`config.mk`:
```
export PLATFORM = sky130hd
export DESIGN_NAME = pmc_misc_config_bank
export DESIGN_NICKNAME = d
export VERILOG_FILES = /design/src/include/pmc_pkg.sv /design/src/logic/pmc_misc_config_bank.sv /design/src/logic/pmc_swoff_timer.sv /design/src/logic/pmc_sync2.sv
export SDC_FILE = /design/constraint.sdc
export NUM_CORES = 1
export LEC_CHECK = 0
export ABC_AREA = 1
export BUFFER_PORTS_ARGS = -buffer_cell sky130_fd_sc_hd__clkbuf_2
export CAP_MARGIN = 10
export CORE_MARGIN = 8
export CORE_UTILIZATION = 45
export CTS_BUF_LIST = sky130_fd_sc_hd__clkbuf_16
export DETAILED_ROUTE_END_ITERATION = 8
export PLACE_DENSITY = 0.67
export SLEW_MARGIN = 20
export SYNTH_ARGS = -nofsm -noshare
export SYNTH_HDL_FRONTEND = slang
export SYNTH_SLANG_ARGS = --single-unit
```
`constraint.sdc`:
```
create_clock -name i_clk -period 1.8 [get_ports i_clk]
set_input_delay 0 -clock i_clk [delete_from_list [all_inputs] [get_ports i_clk]]
set_output_delay 0 -clock i_clk [all_outputs]
set_load 0.01 [all_outputs]
```
`src/include/pmc_pkg.sv`:
```
// shared constants, field layout and helpers for the misc configuration bank
package pmc_pkg;

  // ---------------------------------------------------------------
  // timing
  // ---------------------------------------------------------------
  localparam int CLK_FREQ_KHZ = 20000;
  localparam int DLY_TICK_US = 1000;
  localparam int TICK_CYCLES = (CLK_FREQ_KHZ * DLY_TICK_US) / 1000;
  localparam int TICK_W = 15;
  localparam int DLY_W = 8;

  // switch-off delay codes and their length in ticks
  localparam logic [1:0] SWOFF_NONE = 2'h0;
  localparam logic [1:0] SWOFF_SHORT = 2'h1;
  localparam logic [1:0] SWOFF_MID = 2'h2;
  localparam logic [DLY_W-1:0] SWOFF_SHORT_MS = 8'h0A;
  localparam logic [DLY_W-1:0] SWOFF_MID_MS = 8'h32;
  localparam logic [DLY_W-1:0] SWOFF_LONG_MS = 8'hC8;

  // ---------------------------------------------------------------
  // addresses
  // ---------------------------------------------------------------
  localparam logic [6:0] PAGE_ADDR_DEFAULT = 7'h12;
  localparam logic [6:0] PAGE_ADDR_ALT = 7'h13;

  // ---------------------------------------------------------------
  // configuration fields
  // ---------------------------------------------------------------
  typedef struct packed {
    logic host_if_spi;
    logic page_address_select;
    logic auto_stay_on_enable;
    logic [1:0] switch_off_delay;
    logic irq_buffer_select;
    logic watchdog_sleep_hold;
    logic power_off_pin_fast_off;
    logic thermal_trip_fast_off;
    logic secondary_event_mask;
    logic irq_polarity_high;
    logic sync_clock_output_select;
  } pmc_cfg_s;

  localparam pmc_cfg_s CFG_RESET = '{
    host_if_spi: 1'h0,
    page_address_select: 1'h0,
    auto_stay_on_enable: 1'h0,
    switch_off_delay: SWOFF_NONE,
    irq_buffer_select: 1'h0,
    watchdog_sleep_hold: 1'h0,
    power_off_pin_fast_off: 1'h0,
    thermal_trip_fast_off: 1'h0,
    secondary_event_mask: 1'h1,
    irq_polarity_high: 1'h0,
    sync_clock_output_select: 1'h0
  };
  localparam logic STAY_ON_RESET = 1'h0;

  typedef enum logic [3:0] {
    FLD_HOST_IF = 4'h0,
    FLD_PAGE_ADDR = 4'h1,
    FLD_AUTO_STAY_ON = 4'h2,
    FLD_OFF_DELAY = 4'h3,
    FLD_IRQ_BUF = 4'h4,
    FLD_WDT_HOLD = 4'h5,
    FLD_PIN_FAST_OFF = 4'h6,
    FLD_THERM_FAST_OFF = 4'h7,
    FLD_EVT_MASK = 4'h8,
    FLD_IRQ_POL = 4'h9,
    FLD_SYNC_SEL = 4'hA,
    FLD_STAY_ON = 4'hB
  } pmc_field_e;

  // shutdown requests leaving the block, one-cycle pulses
  typedef struct packed {
    logic fast_off;
    logic seq_shutdown;
  } pmc_shutdown_s;

  function automatic logic [DLY_W-1:0] swoff_delay_ticks(input logic [1:0] code);
    logic [DLY_W-1:0] r;
    case (code)
      SWOFF_NONE: r = '0;
      SWOFF_SHORT: r = SWOFF_SHORT_MS;
      SWOFF_MID: r = SWOFF_MID_MS;
      default: r = SWOFF_LONG_MS;
    endcase
    return r;
  endfunction

endpackage

```
`src/logic/pmc_misc_config_bank.sv`:
```
// miscellaneous configuration bank of the power-management controller
//
// What this block does
// - zero in host-interface bit selects I2C
// - page address is 0x12 when select zero
// - auto option sets stay-on after startup sequence
// - switch-off waits programmed delay in ACTIVE
// - hold bit zero keeps watchdog running in sleep
// - pin fast-off zero gives sequenced shutdown
// - thermal fast-off zero gives sequenced shutdown
// - mask bit one blocks FSD interrupt source
// - polarity zero drives interrupt low when pending, with buffer bit zero only
// - sync output select zero picks converter clock
// - buffer bit zero gives standard interrupt driver
`timescale 1ns/1ns
module pmc_misc_config_bank #(
  parameter int P_TICK_CYCLES = pmc_pkg::TICK_CYCLES
) (
  input wire logic i_clk,
  input wire logic i_reset,
  input wire logic i_cfg_wr,
  input wire pmc_pkg::pmc_field_e i_cfg_sel,
  input wire logic [1:0] i_cfg_val,
  output pmc_pkg::pmc_cfg_s o_cfg,
  output logic o_stay_on,
  output logic o_host_if_spi,
  output logic [6:0] o_page_addr,
  input wire logic i_startup_done,
  input wire logic i_switch_off_req,
  output logic o_active_hold,
  output logic o_switch_off,
  input wire logic i_watchdog_enable,
  input wire logic i_in_sleep,
  output logic o_watchdog_run,
  input wire logic i_power_off_pin,
  input wire logic i_thermal_trip,
  output pmc_pkg::pmc_shutdown_s o_shutdown,
  input wire logic i_irq_pending,
  input wire logic i_fsd_pending,
  output logic o_irq_pin_out,
  output logic o_irq_pin_oe,
  output logic o_irq_pullup_en,
  input wire logic i_converter_sync_clock,
  input wire logic i_gated_slow_clock,
  output logic o_sync_clock_out
);

  // ---------------------------------------------------------------
  // configuration fields and stay-on bit
  // ---------------------------------------------------------------
  pmc_pkg::pmc_cfg_s cfg_ff;
  pmc_pkg::pmc_cfg_s nxt_cfg;
  logic stay_on_ff;
  logic nxt_stay_on;

  always_comb begin
    nxt_cfg = cfg_ff;
    nxt_stay_on = stay_on_ff;
    // unknown selects fall to default and change nothing
    if (i_cfg_wr) begin
      case (i_cfg_sel)
        pmc_pkg::FLD_HOST_IF: nxt_cfg.host_if_spi = i_cfg_val[0];
        pmc_pkg::FLD_PAGE_ADDR: nxt_cfg.page_address_select = i_cfg_val[0];
        pmc_pkg::FLD_AUTO_STAY_ON: nxt_cfg.auto_stay_on_enable = i_cfg_val[0];
        pmc_pkg::FLD_OFF_DELAY: nxt_cfg.switch_off_delay = i_cfg_val;
        pmc_pkg::FLD_IRQ_BUF: nxt_cfg.irq_buffer_select = i_cfg_val[0];
        pmc_pkg::FLD_WDT_HOLD: nxt_cfg.watchdog_sleep_hold = i_cfg_val[0];
        pmc_pkg::FLD_PIN_FAST_OFF: nxt_cfg.power_off_pin_fast_off = i_cfg_val[0];
        pmc_pkg::FLD_THERM_FAST_OFF: nxt_cfg.thermal_trip_fast_off = i_cfg_val[0];
        pmc_pkg::FLD_EVT_MASK: nxt_cfg.secondary_event_mask = i_cfg_val[0];
        pmc_pkg::FLD_IRQ_POL: nxt_cfg.irq_polarity_high = i_cfg_val[0];
        pmc_pkg::FLD_SYNC_SEL: nxt_cfg.sync_clock_output_select = i_cfg_val[0];
        pmc_pkg::FLD_STAY_ON: nxt_stay_on = i_cfg_val[0];
        default: nxt_cfg = cfg_ff;
      endcase
    end
    // hardware set beats a host clear in the same cycle
    if (cfg_ff.auto_stay_on_enable && i_startup_done) begin
      nxt_stay_on = 1'b1;
    end
  end

  always_ff @(posedge i_clk) begin
    if (i_reset) begin
      cfg_ff <= pmc_pkg::CFG_RESET;
      stay_on_ff <= pmc_pkg::STAY_ON_RESET;
    end else begin
      cfg_ff <= nxt_cfg;
      stay_on_ff <= nxt_stay_on;
    end
  end

  assign o_cfg = cfg_ff;
  assign o_stay_on = stay_on_ff;

  // ---------------------------------------------------------------
  // pin synchronisers
  // ---------------------------------------------------------------
  logic [1:0] evt_sync;
  logic [1:0] clk_sync;

  pmc_sync2 #(
    .W(2)
  ) u_evt_sync (
    .i_clk(i_clk),
    .i_reset(i_reset),
    .i_async({i_power_off_pin, i_thermal_trip}),
    .o_sync(evt_sync)
  );

  // the sync clock sources are sampled, so only slow sources pass cleanly
  pmc_sync2 #(
    .W(2)
  ) u_clk_sync (
    .i_clk(i_clk),
    .i_reset(i_reset),
    .i_async({i_converter_sync_clock, i_gated_slow_clock}),
    .o_sync(clk_sync)
  );

  logic pin_off_s;
  logic therm_s;
  logic conv_clk_s;
  logic slow_clk_s;

  assign pin_off_s = evt_sync[1];
  assign therm_s = evt_sync[0];
  assign conv_clk_s = clk_sync[1];
  assign slow_clk_s = clk_sync[0];

  // ---------------------------------------------------------------
  // millisecond tick for the switch-off delay
  // ---------------------------------------------------------------
  logic [pmc_pkg::TICK_W-1:0] tick_cnt_ff;
  logic [pmc_pkg::TICK_W-1:0] nxt_tick_cnt;
  logic tick;
  logic swoff_start;
  logic swoff_busy;
  logic swoff_done;

  assign swoff_start = i_switch_off_req && !swoff_busy;
  assign tick = (tick_cnt_ff == pmc_pkg::TICK_W'(P_TICK_CYCLES - 1));

  // restarting on each request that starts the idle timer keeps the first tick a full period long
  always_comb begin
    if (swoff_start || tick) begin
      nxt_tick_cnt = '0;
    end else begin
      nxt_tick_cnt = tick_cnt_ff + pmc_pkg::TICK_W'(1);
    end
  end

  always_ff @(posedge i_clk) begin
    if (i_reset) begin
      tick_cnt_ff <= '0;
    end else begin
      tick_cnt_ff <= nxt_tick_cnt;
    end
  end

  // delay code is taken at the request edge; later writes do not stretch it
  pmc_swoff_timer u_swoff (
    .i_clk(i_clk),
    .i_reset(i_reset),
    .i_tick(tick),
    .i_start(swoff_start),
    .i_delay_sel(cfg_ff.switch_off_delay),
    .o_busy(swoff_busy),
    .o_done(swoff_done)
  );

  // ---------------------------------------------------------------
  // shutdown event routing
  // ---------------------------------------------------------------
  logic pin_off_prev_ff;
  logic therm_prev_ff;
  logic pin_evt;
  logic therm_evt;
  pmc_pkg::pmc_shutdown_s shut_ff;
  pmc_pkg::pmc_shutdown_s nxt_shut;

  function automatic logic rose_edge(input logic now_lvl, input logic last_lvl);
    return now_lvl && !last_lvl;
  endfunction

  assign pin_evt = rose_edge(pin_off_s, pin_off_prev_ff);
  assign therm_evt = rose_edge(therm_s, therm_prev_ff);

  always_comb begin
    nxt_shut = '0;
    if (pin_evt) begin
      if (cfg_ff.power_off_pin_fast_off) begin
        nxt_shut.fast_off = 1'b1;
      end else begin
        nxt_shut.seq_shutdown = 1'b1;
      end
    end
    if (therm_evt) begin
      if (cfg_ff.thermal_trip_fast_off) begin
        nxt_shut.fast_off = 1'b1;
      end else begin
        nxt_shut.seq_shutdown = 1'b1;
      end
    end
  end

  always_ff @(posedge i_clk) begin
    if (i_reset) begin
      pin_off_prev_ff <= 1'b0;
      therm_prev_ff <= 1'b0;
      shut_ff <= '0;
    end else begin
      pin_off_prev_ff <= pin_off_s;
      therm_prev_ff <= therm_s;
      shut_ff <= nxt_shut;
    end
  end

  assign o_shutdown = shut_ff;

  // ---------------------------------------------------------------
  // registered outputs
  // ---------------------------------------------------------------
  logic host_if_spi_ff;
  logic nxt_host_if_spi;
  logic [6:0] page_addr_ff;
  logic [6:0] nxt_page_addr;
  logic wdt_run_ff;
  logic nxt_wdt_run;
  logic active_hold_ff;
  logic nxt_active_hold;
  logic switch_off_ff;
  logic nxt_switch_off;
  logic irq_out_ff;
  logic nxt_irq_out;
  logic irq_oe_ff;
  logic nxt_irq_oe;
  logic irq_pu_ff;
  logic nxt_irq_pu;
  logic sync_out_ff;
  logic nxt_sync_out;
  logic irq_active;

  always_comb begin
    nxt_host_if_spi = cfg_ff.host_if_spi;
    if (cfg_ff.page_address_select) begin
      nxt_page_addr = pmc_pkg::PAGE_ADDR_ALT;
    end else begin
      nxt_page_addr = pmc_pkg::PAGE_ADDR_DEFAULT;
    end
    nxt_wdt_run = i_watchdog_enable && !(i_in_sleep && cfg_ff.watchdog_sleep_hold);
    // held in ACTIVE from the request until the delay expires
    nxt_active_hold = (swoff_start || swoff_busy) && !swoff_done;
    nxt_switch_off = swoff_done;
    irq_active = i_irq_pending || (i_fsd_pending && !cfg_ff.secondary_event_mask);
    nxt_irq_out = cfg_ff.irq_polarity_high ? irq_active : !irq_active;
    // high-impedance mode releases the line to the internal pullup
    nxt_irq_oe = !cfg_ff.irq_buffer_select;
    nxt_irq_pu = cfg_ff.irq_buffer_select;
    if (cfg_ff.sync_clock_output_select) begin
      nxt_sync_out = slow_clk_s;
    end else begin
      nxt_sync_out = conv_clk_s;
    end
  end

  always_ff @(posedge i_clk) begin
    if (i_reset) begin
      host_if_spi_ff <= 1'b0;
      page_addr_ff <= pmc_pkg::PAGE_ADDR_DEFAULT;
      wdt_run_ff <= 1'b0;
      active_hold_ff <= 1'b0;
      switch_off_ff <= 1'b0;
      // line released and inactive while reset holds
      irq_out_ff <= 1'b1;
      irq_oe_ff <= 1'b0;
      irq_pu_ff <= 1'b0;
      sync_out_ff <= 1'b0;
    end else begin
      host_if_spi_ff <= nxt_host_if_spi;
      page_addr_ff <= nxt_page_addr;
      wdt_run_ff <= nxt_wdt_run;
      active_hold_ff <= nxt_active_hold;
      switch_off_ff <= nxt_switch_off;
      irq_out_ff <= nxt_irq_out;
      irq_oe_ff <= nxt_irq_oe;
      irq_pu_ff <= nxt_irq_pu;
      sync_out_ff <= nxt_sync_out;
    end
  end

  assign o_host_if_spi = host_if_spi_ff;
  assign o_page_addr = page_addr_ff;
  assign o_watchdog_run = wdt_run_ff;
  assign o_active_hold = active_hold_ff;
  assign o_switch_off = switch_off_ff;
  assign o_irq_pin_out = irq_out_ff;
  assign o_irq_pin_oe = irq_oe_ff;
  assign o_irq_pullup_en = irq_pu_ff;
  assign o_sync_clock_out = sync_out_ff;

endmodule

```
`src/logic/pmc_swoff_timer.sv`:
```
// switch-off delay timer counting divider ticks
`timescale 1ns/1ns
module pmc_swoff_timer (
  input wire logic i_clk,
  input wire logic i_reset,
  input wire logic i_tick,
  input wire logic i_start,
  input wire logic [1:0] i_delay_sel,
  output logic o_busy,
  output logic o_done
);

  typedef enum logic [1:0] {
    ST_IDLE = 2'b00,
    ST_COUNT = 2'b01,
    ST_FIRE = 2'b10
  } pmc_tmr_e;

  pmc_tmr_e state_ff;
  pmc_tmr_e nxt_state;
  logic [pmc_pkg::DLY_W-1:0] left_ff;
  logic [pmc_pkg::DLY_W-1:0] nxt_left;

  always_comb begin
    nxt_state = state_ff;
    nxt_left = left_ff;
    case (state_ff)
      ST_IDLE: begin
        if (i_start) begin
          nxt_left = pmc_pkg::swoff_delay_ticks(i_delay_sel);
          if (i_delay_sel == pmc_pkg::SWOFF_NONE) begin
            nxt_state = ST_FIRE;
          end else begin
            nxt_state = ST_COUNT;
          end
        end
      end
      ST_COUNT: begin
        if (i_tick) begin
          nxt_left = left_ff - pmc_pkg::DLY_W'(1);
          if (left_ff == pmc_pkg::DLY_W'(1)) begin
            nxt_state = ST_FIRE;
          end
        end
      end
      ST_FIRE: nxt_state = ST_IDLE;
      default: nxt_state = ST_IDLE;
    endcase
  end

  always_ff @(posedge i_clk) begin
    if (i_reset) begin
      state_ff <= ST_IDLE;
      left_ff <= '0;
    end else begin
      state_ff <= nxt_state;
      left_ff <= nxt_left;
    end
  end

  assign o_busy = (state_ff != ST_IDLE);
  assign o_done = (state_ff == ST_FIRE);

endmodule

```
`src/logic/pmc_sync2.sv`:
```
// two-flop synchroniser for asynchronous pins
`timescale 1ns/1ns
module pmc_sync2 #(
  parameter int W = 1
) (
  input wire logic i_clk,
  input wire logic i_reset,
  input wire logic [W-1:0] i_async,
  output logic [W-1:0] o_sync
);

  logic [W-1:0] meta_ff;
  logic [W-1:0] sync_ff;

  // first stage feeds only the second stage
  always_ff @(posedge i_clk) begin
    if (i_reset) begin
      meta_ff <= '0;
      sync_ff <= '0;
    end else begin
      meta_ff <= i_async;
      sync_ff <= meta_ff;
    end
  end

  assign o_sync = sync_ff;

endmodule

```
==> run summary, run 1 <==
After detailed routing, the met2 layer carries 2.72 mm of wire. The clock transition at the registers of the reported paths was 50 ps. The number of max-slew violations in the final report is 0, and the post-synthesis average cell area is 7.37 µm². The tools report the maximum clock skew at final layout as 6.21 ps. In this run the tool buffered the top-level ports with 42 buffer cells. The run gives 45.8% as the initial core utilization. The detailed-router iteration count before antenna repair is 4. The tools report the maximum vdd ir drop as 0.723 mV.

For the total routing usage reported by global routing, the log shows 14.5%. After detailed routing, the wire length on met1 is 2.49 mm. The startpoint of the most critical register-to-register path is tick_cnt_ff[0]. The run gives 0 as the setup-violating endpoint count in the final report. The tree is rooted in a sky130_fd_sc_hd__clkbuf_16. For the worst flop-to-flop path, the logic depth is 6.

After floorplanning, the core was divided into 28 placement rows. The tools report the aggregate global routing overflow as 0. The share of total power dissipated in combinational logic is 19.8%. The worst setup path is captured at a flop.

The tools report the start point of the worst hold path as i_cfg_sel[2]. In the final layout, the share of cells above drive strength 1 is 18.6%. The internal portion of the total power is 2730 µW. The run gives 364 as the instance count of the mapped netlist. The routed layout has 2346 vias. The run gives 0 as the number of routed nets with antenna violations.

For the clock buffer count from CTS, the log shows 9. The logs give 2353 for the via count of the first global-routing pass and 320 ps for the latest clock arrival within the worst-skew pair. Initial antenna violation count: 0. End point of the worst hold path: o_cfg[10]. The wire length per cell was 11.5 µm; the number of flip-flops and latches in the synthesized netlist was 59. The share of flip-flops with an asynchronous set or reset is 0%. The width of the die was 93.2 µm.

The DRC violation total after the first TritonRoute iteration is 83, and the maximum clock insertion buffer count is 2. In this run, synthesis inferred 0 flip-flops with an integrated enable. Counting both buffers and inverters, the worst setup path holds a total of 0. The worst register-to-register path ends at tick_cnt_ff[12]. For this run, the slowest stage of the critical path takes 380 ps. Dividing total power by cell area gives a power density of 1170 nW/µm².

The path class of the tightest hold or removal check is input pin to flop. In this run the count of I/O pins placed on the die edge is 49. The run gives 55.9% as the core utilization of the finished layout. At the worst endpoint, the arrival time is 1720 ps. Once the clock tree was built, the setup fixing pass inserted 0 buffers. The critical path's top delay family was simple AND/OR/NAND/NOR gates. The die is 93.2 µm tall. Net switching is 28.6% of the power. The run gives 396 µm as the routed wire length on met3. The critical path goes through ha_1 > nand3_2 > nor2_1 > nand2_2 > nand2_1 > nor3_1. After detailed routing, the number of vias per cell comes to 4.75.

In the final timing run, aggregate negative setup slack is 0 ps. The cell depth of the worst min-delay path was 4. Setup slack on the worst reg-to-reg path comes out at 270 ps. The most instantiated flip-flop cell in the synthesis netlist is sky130_fd_sc_hd__dfxtp_1. The tool flagged a number of max-cap violations equal to 0.

Setup repair after global routing left no endpoint under its margin. The run gives 5850 µm² as the core area. Routability-driven placement finished with a final weighted congestion of 0.838.

Static timing analysis puts the maximum clock frequency at 0.652 GHz. The run gives 0 as the count of endpoints failing hold in the final timing report. The flow ran to the end, and the final reports show no timing, DRC or antenna violations.

The die covers 8680 µm². For the detailed placement HPWL, the log shows 4.05 mm. TritonCTS built the clock tree. The power share of the sequential group was 39.0%.

Yosys attributes the largest share of cell area to sky130_fd_sc_hd__dfxtp_1, sky130_fd_sc_hd__nor2_1, sky130_fd_sc_hd__nand2_1, sky130_fd_sc_hd__inv_1, sky130_fd_sc_hd__a21oi_1. The slowest stage of the critical path belongs to the cell sky130_fd_sc_hd__nand2_1. The highest layer touched by signal routing is met4. Counting distinct cell types in the post-synthesis netlist gives 32.

The synthesized design spends more area on one cell type than any other, namely sky130_fd_sc_hd__dfxtp_1. In this run the worst path has a maximum fanout of 14. The total of warnings raised by yosys was 0; the final cycle utilization of the critical path was 85.2%. After layout, the minimum clock period comes to 1530 ps. The tools report the endpoint required time on the critical path as 1990 ps. The aggregate routed wire length is 5.69 mm. The synthesized design devotes to its leading area cell type 44.1% of total area. The clock net in this run drives a total of 59 sinks. Summing every instance area after synthesis gives 2680 µm².

The number of antenna diodes in the final layout is 0. The relative contribution of the clock network to total power came out at 41.2%. For this design the total switching power over the nets is 1090 µW. After detailed routing, the number of remaining DRC violations is 0. For this design the static power due to leakage is 0.00150 µW. The maximum number of pins on one net before global-route repair came out at 18.

The startpoint class of the critical path was a flop. The run gives 3 as the total number of H-tree levels. The worst setup path is of the flop to flop kind. The final net count was 442; the global-route wire length before repair was 10.1 mm. Tracing the worst setup path back leads to its startpoint at tick_cnt_ff[0].

The synthesis-to-finish area growth is 21.9%, and the sequential area share after synthesis is 44.1%.
[cell usage in the layout (no fill, tap or decap), drive strengths merged, types with 7 or more instances in the layout]
master       Yosys  final
clkbuf           4     51
ha               7      7
o21ai           19     19
nor3            11     11
nand3           24     24
dfxtp           59     59
a21oi           24     24
inv             50     51
dlygate4sd3      0      8
nor2            68     68
nand2           62     62
[worst max-delay path by stage]
stage,endpoint,slack [ps],depth (start not counted)
after global routing,tick_cnt_ff[12],90,6
final,tick_cnt_ff[12],270,6
after floorplan,u_swoff.left_ff[3],440,9
after CTS,tick_cnt_ff[12],250,6
after detailed placement,tick_cnt_ff[12],260,6
after global placement,tick_cnt_ff[12],310,6
[worst min-delay path, stage by stage]
cell and delay (ps):
sky130_fd_sc_hd__clkbuf_2 90, sky130_fd_sc_hd__nor2_1 70, sky130_fd_sc_hd__nand2_1 90, sky130_fd_sc_hd__a21oi_1 60
[kinds of logic (layout without fill, tap and decap cells)]
logic type               Yosys count  count (layout)  synth area share (%)
AO/OA/AOI/OAI                     47              47                  9.10
XOR/XNOR                           8               8                  2.61
adder cells (fa/ha/maj)            7               7                  3.27
buffers and inverters             65             116                  10.7
flip-flops                        59              59                  44.1
other                              2               6                 0.280
AND/OR/NAND/NOR                  176             176                  30.0
[area by class of cell]
cell class,instances,area (µm²)
clock buffer,9,225
timing repair buffer,52,305
multi-input combinational,244,1230
inverter,50,188
clock inverter,5,47.5
sequential,59,1180
tap,75,93.8
fill,562,2580
[what timing repair did]
action | CTS | global route
hold endpoints to repair | 7 | 0
hold buffers | 8 | 0
resized for setup | 0 | 0
[registers in the layout, indices dropped and copies added, names as in the netlist, 2 cells and up]
signal	cells
o_cfg	10
o_shutdown	2
tick_cnt_ff	15
u_clk_sync.meta_ff	2
u_clk_sync.o_sync	2
u_evt_sync.meta_ff	2
u_evt_sync.o_sync	2
u_swoff.left_ff	8
u_swoff.state_ff	2
[metal layers]
layer,GRT usage (%),vias to the layer above
met5,0,-
li1,-,1232
met4,8.05,0
met2,24.6,55
met1,15.5,1051
met3,4.97,8
[power by group through the flow]
stage | logic [µW] | clock network (µW) | registers [µW]
2_1_floorplan | 609 | 0 | 1500
3_3_place_gp | 717 | 0 | 1510
3_5_place_dp | 732 | 0 | 1510
4_1_cts | 754 | 1610 | 1490
5_1_grt | 886 | 1670 | 1500
6_report | 754 | 1570 | 1490
[through the flow]
stage	hold WS, ps	total power [µW]	setup slack (ps)	instance area [µm²]	instances
detailed placement	179	2240	258	2920	472
finish	32.9	3820	267	3270	494
global placement	177	2230	311	2920	472
floorplan	91.2	2110	440	2700	368
global route	51.8	4050	88.2	3270	494
CTS	24.1	3850	253	3270	494
[synthesized netlist by cell type, types with 2 or more instances]
cell type and instances:
sky130_fd_sc_hd__nor3_1 11, sky130_fd_sc_hd__inv_2 3, sky130_fd_sc_hd__nand2_1 52, sky130_fd_sc_hd__xor2_1 6, sky130_fd_sc_hd__clkbuf_1 4, sky130_fd_sc_hd__dfxtp_1 59, sky130_fd_sc_hd__xnor2_1 2, sky130_fd_sc_hd__ha_1 7
sky130_fd_sc_hd__a21oi_1 24, sky130_fd_sc_hd__nor3b_1 2, sky130_fd_sc_hd__nor2_2 3, sky130_fd_sc_hd__conb_1 2, sky130_fd_sc_hd__o21ai_0 19, sky130_fd_sc_hd__buf_4 9, sky130_fd_sc_hd__nand3_1 23, sky130_fd_sc_hd__nor2_1 63
sky130_fd_sc_hd__nand2_4 2, sky130_fd_sc_hd__o21a_1 2, sky130_fd_sc_hd__nor2_4 2, sky130_fd_sc_hd__inv_1 47, sky130_fd_sc_hd__nand2_2 8, sky130_fd_sc_hd__or2_2 2, sky130_fd_sc_hd__nand4_1 3
No activity file was read; power rests on OpenSTA's default activity.
==> run 2, diff against run 1 <==
--- a/config.mk
+++ b/config.mk
@@ -6,13 +6,15 @@
 export NUM_CORES = 1
 export LEC_CHECK = 0
 export ABC_AREA = 1
-export BUFFER_PORTS_ARGS = -buffer_cell sky130_fd_sc_hd__clkbuf_2
+export ABC_CLOCK_PERIOD_IN_PS = 1800
+export BUFFER_PORTS_ARGS = -buffer_cell sky130_fd_sc_hd__buf_2
 export CAP_MARGIN = 10
 export CORE_MARGIN = 8
 export CORE_UTILIZATION = 45
 export CTS_BUF_LIST = sky130_fd_sc_hd__clkbuf_16
 export DETAILED_ROUTE_END_ITERATION = 8
 export PLACE_DENSITY = 0.67
+export RECOVER_POWER = 25
 export SLEW_MARGIN = 20
 export SYNTH_ARGS = -nofsm -noshare
 export SYNTH_HDL_FRONTEND = slang
==> run summary, run 2 (synthesis results as in run 1) <==
The tools report the DRC violation total after the first TritonRoute iteration as 117 (+41%). The run gives 0 ps (unchanged) as the total negative slack for setup checks. The highest clock rate is 0.652 GHz (about the same). Number of rows created at floorplan: 28 (unchanged).

The cell sitting at the root of the clock tree is a sky130_fd_sc_hd__clkbuf_16. The count of pins on the block boundary is 49 (unchanged), and the layout cell share with drive strength beyond 1 is 17.7% (-0.95 points). The final instance area came out at 3260 µm² (-0.31%). From synthesis to final layout, the design area changed by 21.6%. Count of maximum capacitance violations: 0 (unchanged).

The run gives 441 (-0.23%) as the final net count. The relative contribution of the clock network to total power was 41.5% (+0.3 points). For the clock buffer count from CTS, the log shows 9 (unchanged).

The number of fill cells in the layout was 565 (+0.53%); the initial antenna violation count was 0 (unchanged). The tools report the final instance count without filler cells as 494 (unchanged). The switching power was 1090 µW (about the same). The count of instances resized after the clock tree is built was 0 (unchanged); the latest clock arrival within the worst-skew pair was 320 ps (about the same). For the worst hold margin, the log shows 25.3 ps (-7.59 ps). In this run the tightest slew margin relative to its limit is 56.3%. Startpoint class of the critical path: a flop. Switching part of the total: 28.6% (about the same).

Clock transition at the registers of the reported paths: 50 ps (about the same). TritonCTS built the clock tree. The tightest min-delay check is of the input pin to flop type.

The run gives 1720 ps (about the same) as the arrival time at the worst endpoint. The logs give 0 (unchanged) for the aggregate global routing overflow and 0 (unchanged) for the number of remaining DRC errors. The number of flip-flops under the largest register name was 15 (unchanged); the via count of the first global-routing pass was 2358 (+0.21%).

The antenna diode count is 0 (unchanged), and the number of routed nets with antenna violations is 0 (unchanged). The die area came out at 8680 µm² (unchanged). The run gives 5850 µm² (unchanged) as the core area. Cell depth of the worst min-delay path: 4 (unchanged).

In the layout the commonest cells are sky130_fd_sc_hd__nor2_1, sky130_fd_sc_hd__dfxtp_1, sky130_fd_sc_hd__nand2_1. The initial core utilization is 45.8% (unchanged). The final cycle utilization of the critical path was 85.2% (about the same); the maximum number of pins on one net before global-route repair was 19 (+1).

The aggregate routed wire length is 5.68 mm (-0.26%), and the setup-violating endpoint count in the final report is 0 (unchanged). The total placed instance area was 2910 µm² (-0.26%). Leaving out fill and tap cells, the most frequent cell in the layout is sky130_fd_sc_hd__nor2_1.

Detailed-route vias per instance: 4.76 (+0.13%). The setup path with the least slack is of type flop to flop. For the combinational fraction of design power, the log shows 19.5% (-0.3 points). The detailed-route via count was 2349 (+0.13%). The count of endpoints failing hold in the final timing report came out at 0 (unchanged). The weighted congestion at the end of routability-driven global placement came out at 0.837 (-0.23%). The logs give 2 (unchanged) for the maximum clock insertion buffer count and 0.00151 µW (+0.20%) for the cell leakage power. The cell-internal power was 2720 µW (about the same); the total number of H-tree levels was 3 (unchanged).

The number of cells traversed by the worst register-to-register path was 6 (unchanged). The number of I/O port buffers was 42 (unchanged); the shortest period the worst path allows was 1530 ps (+0.0600 ps). The logs give 39.0% (about the same) for the power share of the sequential group and 10.2 mm (+1.2%) for the global-route wire length before repair. The largest register by flop count is tick_cnt_ff. The maximum clock skew at final layout is 5.65 ps (-0.567 ps). The total routing usage reported by global routing was 14.4% (-0.11 points).

The number of placed cells counting well taps came out at 471 (-0.21%). The run finished with clean final reports. The worst setup path is captured at a flop.

The maximum vdd ir drop was 0.811 mV (+12%). Setup repair after global routing left no endpoint under its margin. The width of the die is 93.2 µm (unchanged), and the endpoint required time on the critical path is 1990 ps (about the same). The detailed-router iteration count before antenna repair was 4 (unchanged). Number of max-slew violations in the final report: 0 (unchanged). The total power per unit cell area was 1170 nW/µm² (+0.22%); the wire length per cell was 11.5 µm (-0.26%). The maximum net fanout on the critical path was 14 (unchanged); the die extent in y was 93.2 µm (unchanged). The actual transition at the worst max-transition pin is 655 ps. The number of clock sinks was 59 (unchanged); the detailed placement HPWL was 4.06 mm (+0.44%).
## run 2: worst max-delay path: stages, from the launching register on
cell and delay [ps]:
sky130_fd_sc_hd__dfxtp_1 350, sky130_fd_sc_hd__ha_1 210, sky130_fd_sc_hd__nand3_2 120, sky130_fd_sc_hd__nor2_1 140, sky130_fd_sc_hd__nand2_2 90, sky130_fd_sc_hd__nand2_1 370, sky130_fd_sc_hd__nor3_1 120
## run 2: timing repair
item,in CTS,in global routing
setup buffers,0,0
hold buffers,8,0
hold endpoints to repair,7,0
## run 2: routing by layer
metal / vias up / wire length, µm / GRT usage (%)
met1: 1041 / 2540 / 16.0
li1: 1236 / - / -
met4: 0 / 96 / 6.85
met5: - / 0 / 0
met2: 62 / 2670 / 24.2
met3: 10 / 377 / 4.89
## run 2: worst paths after layout
path / startpoint / to / slack, ps
max reg2reg: tick_cnt_ff[0] / tick_cnt_ff[12] / 270
max: tick_cnt_ff[0] / tick_cnt_ff[12] / 270
min reg2reg: u_evt_sync.meta_ff[1] / u_evt_sync.o_sync[1] / 400
min: i_cfg_sel[2] / o_cfg[9] / 30
## run 2: through the flow
stage | utilization, % | setup WS (ps) | power, µW
CTS | 55.8 | 257 | 3850
detailed placement | 49.7 | 258 | 2240
floorplan | - | 440 | 2110
finish | 55.7 | 267 | 3810
global placement | 49.7 | 307 | 2220
global route | 55.7 | 117 | 4060
## run 2: layout make-up
class / instances / area [µm²] / share of cell area [%]
flip-flops and latches: 59 / 1180 / 36.2
multi-input cells: 244 / 1230 / 37.7
well taps: 75 / 93.8 / 2.88
clock inverters: 6 / 50.0 / 1.54
repair buffers: 51 / 293 / 8.98
clock buffers: 9 / 225 / 6.91
inverters: 50 / 188 / 5.76
## run 2: power by group through the flow
stage	clock network, µW	registers, µW	logic [µW]
finish	1580	1490	745
global route	1680	1500	885
CTS	1610	1490	750
detailed placement	0	1510	731
global placement	0	1510	717
floorplan	0	1500	609
==> run 3, diff against run 2 <==
--- a/config.mk
+++ b/config.mk
@@ -13,9 +13,10 @@
 export CORE_UTILIZATION = 45
 export CTS_BUF_LIST = sky130_fd_sc_hd__clkbuf_16
 export DETAILED_ROUTE_END_ITERATION = 8
-export PLACE_DENSITY = 0.67
+export PLACE_DENSITY = 0.62
 export RECOVER_POWER = 25
 export SLEW_MARGIN = 20
 export SYNTH_ARGS = -nofsm -noshare
 export SYNTH_HDL_FRONTEND = slang
+export SYNTH_HIERARCHICAL = 1
 export SYNTH_SLANG_ARGS = --single-unit
==> run summary, run 3 <==
Cell depth of the worst setup path: 11 (+5). DRC violation total after the first TritonRoute iteration: 136 (+16%). The via count of the first global-routing pass was 2472 (+4.8%). The number of flip-flops under the largest register name was 15 (unchanged). The top-area cell type share of the netlist area works out to 41.8% (-2.3 points). The highest clock rate was 0.619 GHz (-5.0%); the count of pins on the block boundary was 49 (unchanged).

Traced cell by cell, the critical path runs through ha_2 > nand3_4 > nor2_2 > nand2_2 > inv_1 > inv_1 > nand2_2 > nand3_4 > buf_4 > o21ai_1 > inv_1. The detailed-route vias per instance is 4.71 (-0.95%). For the detailed placement HPWL, the log shows 4.36 mm (+7.3%). The start point of the critical path was tick_cnt_ff[1]. In the layout the commonest cells are sky130_fd_sc_hd__inv_1, sky130_fd_sc_hd__nand2_1, sky130_fd_sc_hd__dfxtp_1. Kind of critical path: flop to flop.

Cell with the largest stage delay on the worst path: sky130_fd_sc_hd__dfxtp_1. The total routing usage reported by global routing was 14.5% (+0.070 points); the mapped cell area was 2830 µm² (+5.5%). The flow ran to the end, and the final reports show no timing, DRC or antenna violations.

The core area was 6200 µm² (+6.1%); the clock buffer count from CTS was 9 (unchanged). For the final instance count without filler cells, the log shows 538 (+8.9%). The die extent in y is 95.3 µm (+2.2%). The tools report the cell at the root of the clock tree as sky130_fd_sc_hd__clkbuf_16. The final net count is 482 (+9.3%), and the weighted congestion at the end of routability-driven global placement is 0.842 (+0.67%).

Count of endpoints failing hold in the final timing report: 0 (unchanged). The shortest period the worst path allows was 1610 ps (+81.2 ps); the number of fill cells in the layout was 589 (+4.2%). Initial core utilization: 45.6% (-0.26 points).

The run gives 0 (unchanged) as the number of remaining DRC errors. Number of distinct library cells after synthesis: 29 (-9.4%). For this run, the leading register cell type out of synthesis is sky130_fd_sc_hd__dfxtp_1. The power share of the sequential group was 34.4% (-4.6 points).

The setup-violating endpoint count in the final report was 0 (unchanged); the maximum net fanout on the critical path was 7 (-7). The number of I/O port buffers is 42 (unchanged), and the minimum setup slack among reg-to-reg paths is 190 ps (-80 ps). The tools report the total negative slack for setup checks as 0 ps (unchanged). The total of warnings raised by yosys was 6 (+6); the switching part of the total was 30.9% (+2.3 points). The number of max-slew violations in the final report was 0 (unchanged). The worst hold path belongs to the class input pin to flop.

The post-synthesis average cell area works out to 7.14 µm² (-3.1%). For the cell-internal power, the log shows 3040 µW (+12%). The tools report the switching power as 1360 µW (+25%). The library cell appearing most often on the critical path is sky130_fd_sc_hd__inv_1. Maximum vdd ir drop: 0.562 mV (-31%). The tools report the relative contribution of the clock network to total power as 39.7% (-1.8 points). The initial antenna violation count is 0 (unchanged), and the clock transition at the registers of the reported paths is 50 ps (about the same).

The number of cells traversed by the worst register-to-register path is 11 (+5). The run gives 10.5 mm (+2.3%) as the global-route wire length before repair. The aggregate global routing overflow is 0 (unchanged), and the number of flip-flops and latches in the synthesized netlist is 59 (unchanged). The commonest cells after synthesis are sky130_fd_sc_hd__inv_1, sky130_fd_sc_hd__nand2_1, sky130_fd_sc_hd__dfxtp_1, sky130_fd_sc_hd__nor2_1, sky130_fd_sc_hd__nand3_1. Critical path's top delay family: simple AND/OR/NAND/NOR gates. The count of maximum capacitance violations came out at 0 (unchanged).

The wire length per cell is 11.3 µm (-1.3%), and the number of routed nets with antenna violations is 0 (unchanged). Largest area contributor in the netlist: sky130_fd_sc_hd__dfxtp_1. The tools report the detailed-route via count as 2534 (+7.9%).

In this run the critical register-to-register path is captured at u_swoff/left_ff[0]. The layout cell share with drive strength beyond 1 works out to 17.1% (-0.52 points). The worst stage delay on the critical path was 350 ps (-20 ps); the arrival time at the worst endpoint was 1820 ps (+100 ps).

Share of flip-flops with an asynchronous set or reset: 0% (unchanged). The total number of H-tree levels was 3 (unchanged); the die area was 9080 µm² (+4.5%). TritonCTS built the clock tree. The number of rows created at floorplan was 29 (+3.6%). The most frequent standard cell in the layout excluding fill and tap cells is sky130_fd_sc_hd__inv_1. More flip-flops sit in one register than any other, and that register is tick_cnt_ff. The logs give 27.3 ps (+1.98 ps) for the worst hold margin and 6.11 mm (+7.5%) for the aggregate routed wire length. The worst setup path is launched from a flop. The width of the die came out at 95.3 µm (+2.2%).

The detailed-router iteration count before antenna repair came out at 4 (unchanged). After synthesis, the cell types taking the most area are sky130_fd_sc_hd__dfxtp_1, sky130_fd_sc_hd__inv_1, sky130_fd_sc_hd__nand2_1, sky130_fd_sc_hd__nor2_1, sky130_fd_sc_hd__nand3_1. The combinational fraction of design power was 25.9% (+6.4 points). The run gives 22 (+3) as the maximum number of pins on one net before global-route repair.

The logs give 59 (unchanged) for the number of clock sinks and 0.00157 µW (+4.0%) for the cell leakage power. The number of buffers and inverters on the critical path came out at 4 (+4). The startpoint of the most critical register-to-register path was tick_cnt_ff[1]. Synthesis-to-finish area growth: 23.8%. The run gives 2010 ps (+20 ps) as the endpoint required time on the critical path. The instance count of the mapped netlist was 396 (+8.8%); the number of placed cells counting well taps was 511 (+8.5%).

The total power per unit cell area is 1260 nW/µm² (+7.5%), and the maximum clock insertion buffer count is 2 (unchanged). The critical path ends at u_swoff/left_ff[0]. The run gives 0 (unchanged) as the antenna diode count. The most repeated cell in the gate-level netlist after synthesis was sky130_fd_sc_hd__inv_1. The number of synthesized flops with an enable pin came out at 0 (unchanged).

The final cycle utilization of the critical path is 89.7% (+4.5 points). STA classifies the critical path endpoint as a flop. Maximum clock skew at final layout: 5.44 ps (-0.203 ps). Latest clock arrival within the worst-skew pair: 320 ps (about the same).

The sequential area share after synthesis came out at 41.8% (-2.3 points).
-- run 3: logic make-up after synthesis --
family / after synthesis / synth area share [%]
compound gates: 49 / 9.69
xor+xnor: 6 / 1.86
fa+ha+maj: 7 / 3.10
buf+inv: 84 / 13.3
flops: 59 / 41.8
other cells: 2 / 0.266
simple gates: 189 / 30.0
-- run 3: tightest hold or removal path, stage by stage --
cell                      delay [ps]
sky130_fd_sc_hd__buf_2           100
sky130_fd_sc_hd__nor2_1           60
sky130_fd_sc_hd__nand3_1          70
sky130_fd_sc_hd__a21oi_1          60
-- run 3: layout make-up --
class                      instances  area [µm²]  share of cell area (%)
sequential                        59        1180                    33.8
inverter                          70         263                    7.51
clock inverter                     7        83.8                    2.40
timing repair buffer              59         340                    9.72
multi-input combinational        257        1310                    37.4
tap                               77        96.3                    2.75
clock buffer                       9         225                    6.44
-- run 3: worst min-delay path by stage --
stage / from / depth (start not counted) / to
3_3_place_gp: i_in_sleep / 2 / o_watchdog_run
4_1_cts: i_cfg_sel[3] / 4 / nxt_host_if_spi
2_1_floorplan: i_reset / 1 / u_swoff/left_ff[2]
3_5_place_dp: i_in_sleep / 2 / o_watchdog_run
5_1_grt: i_irq_pending / 4 / o_irq_pin_out
6_report: i_cfg_sel[3] / 4 / nxt_host_if_spi
-- run 3: routing by layer --
metal	vias up	track usage, %	routed length (µm)
met1	1132	15.9	2690
met2	55	24.5	2960
li1	1335	-	-
met4	0	8.84	145
met3	12	3.86	303
met5	-	0	0
-- run 3: per-stage QoR --
| step | instance area [µm²] | util [%] | worst slack (ps) | power, µW |
|---|---|---|---|---|
| final | 3500 | 56.4 | 185 | 4400 |
| after floorplan | 2840 | - | 267 | 2390 |
| after detailed placement | 3080 | 49.7 | 85.3 | 2580 |
| after global placement | 3080 | 49.7 | 143 | 2570 |
| after CTS | 3490 | 56.3 | 55.7 | 4360 |
| after global routing | 3500 | 56.4 | -5.42 | 4650 |
-- run 3: power by group through the flow --
stage / Combinational, µW / Sequential, µW / Clock (µW)
floorplan: 859 / 1540 / 0
global placement: 1030 / 1530 / 0
detailed placement: 1040 / 1530 / 0
CTS: 1070 / 1510 / 1780
global route: 1290 / 1520 / 1830
finish: 1140 / 1510 / 1750
-- run 3: timing repair --
| action | in CTS | in global routing |
|---|---|---|
| endpoints found under the hold margin | 12 | 0 |
| gates resized for setup | 0 | 5 |
| hold buffers | 10 | 0 |
| endpoints found under the setup margin | 0 | 8 |
| buffers inserted | 0 | 1 |
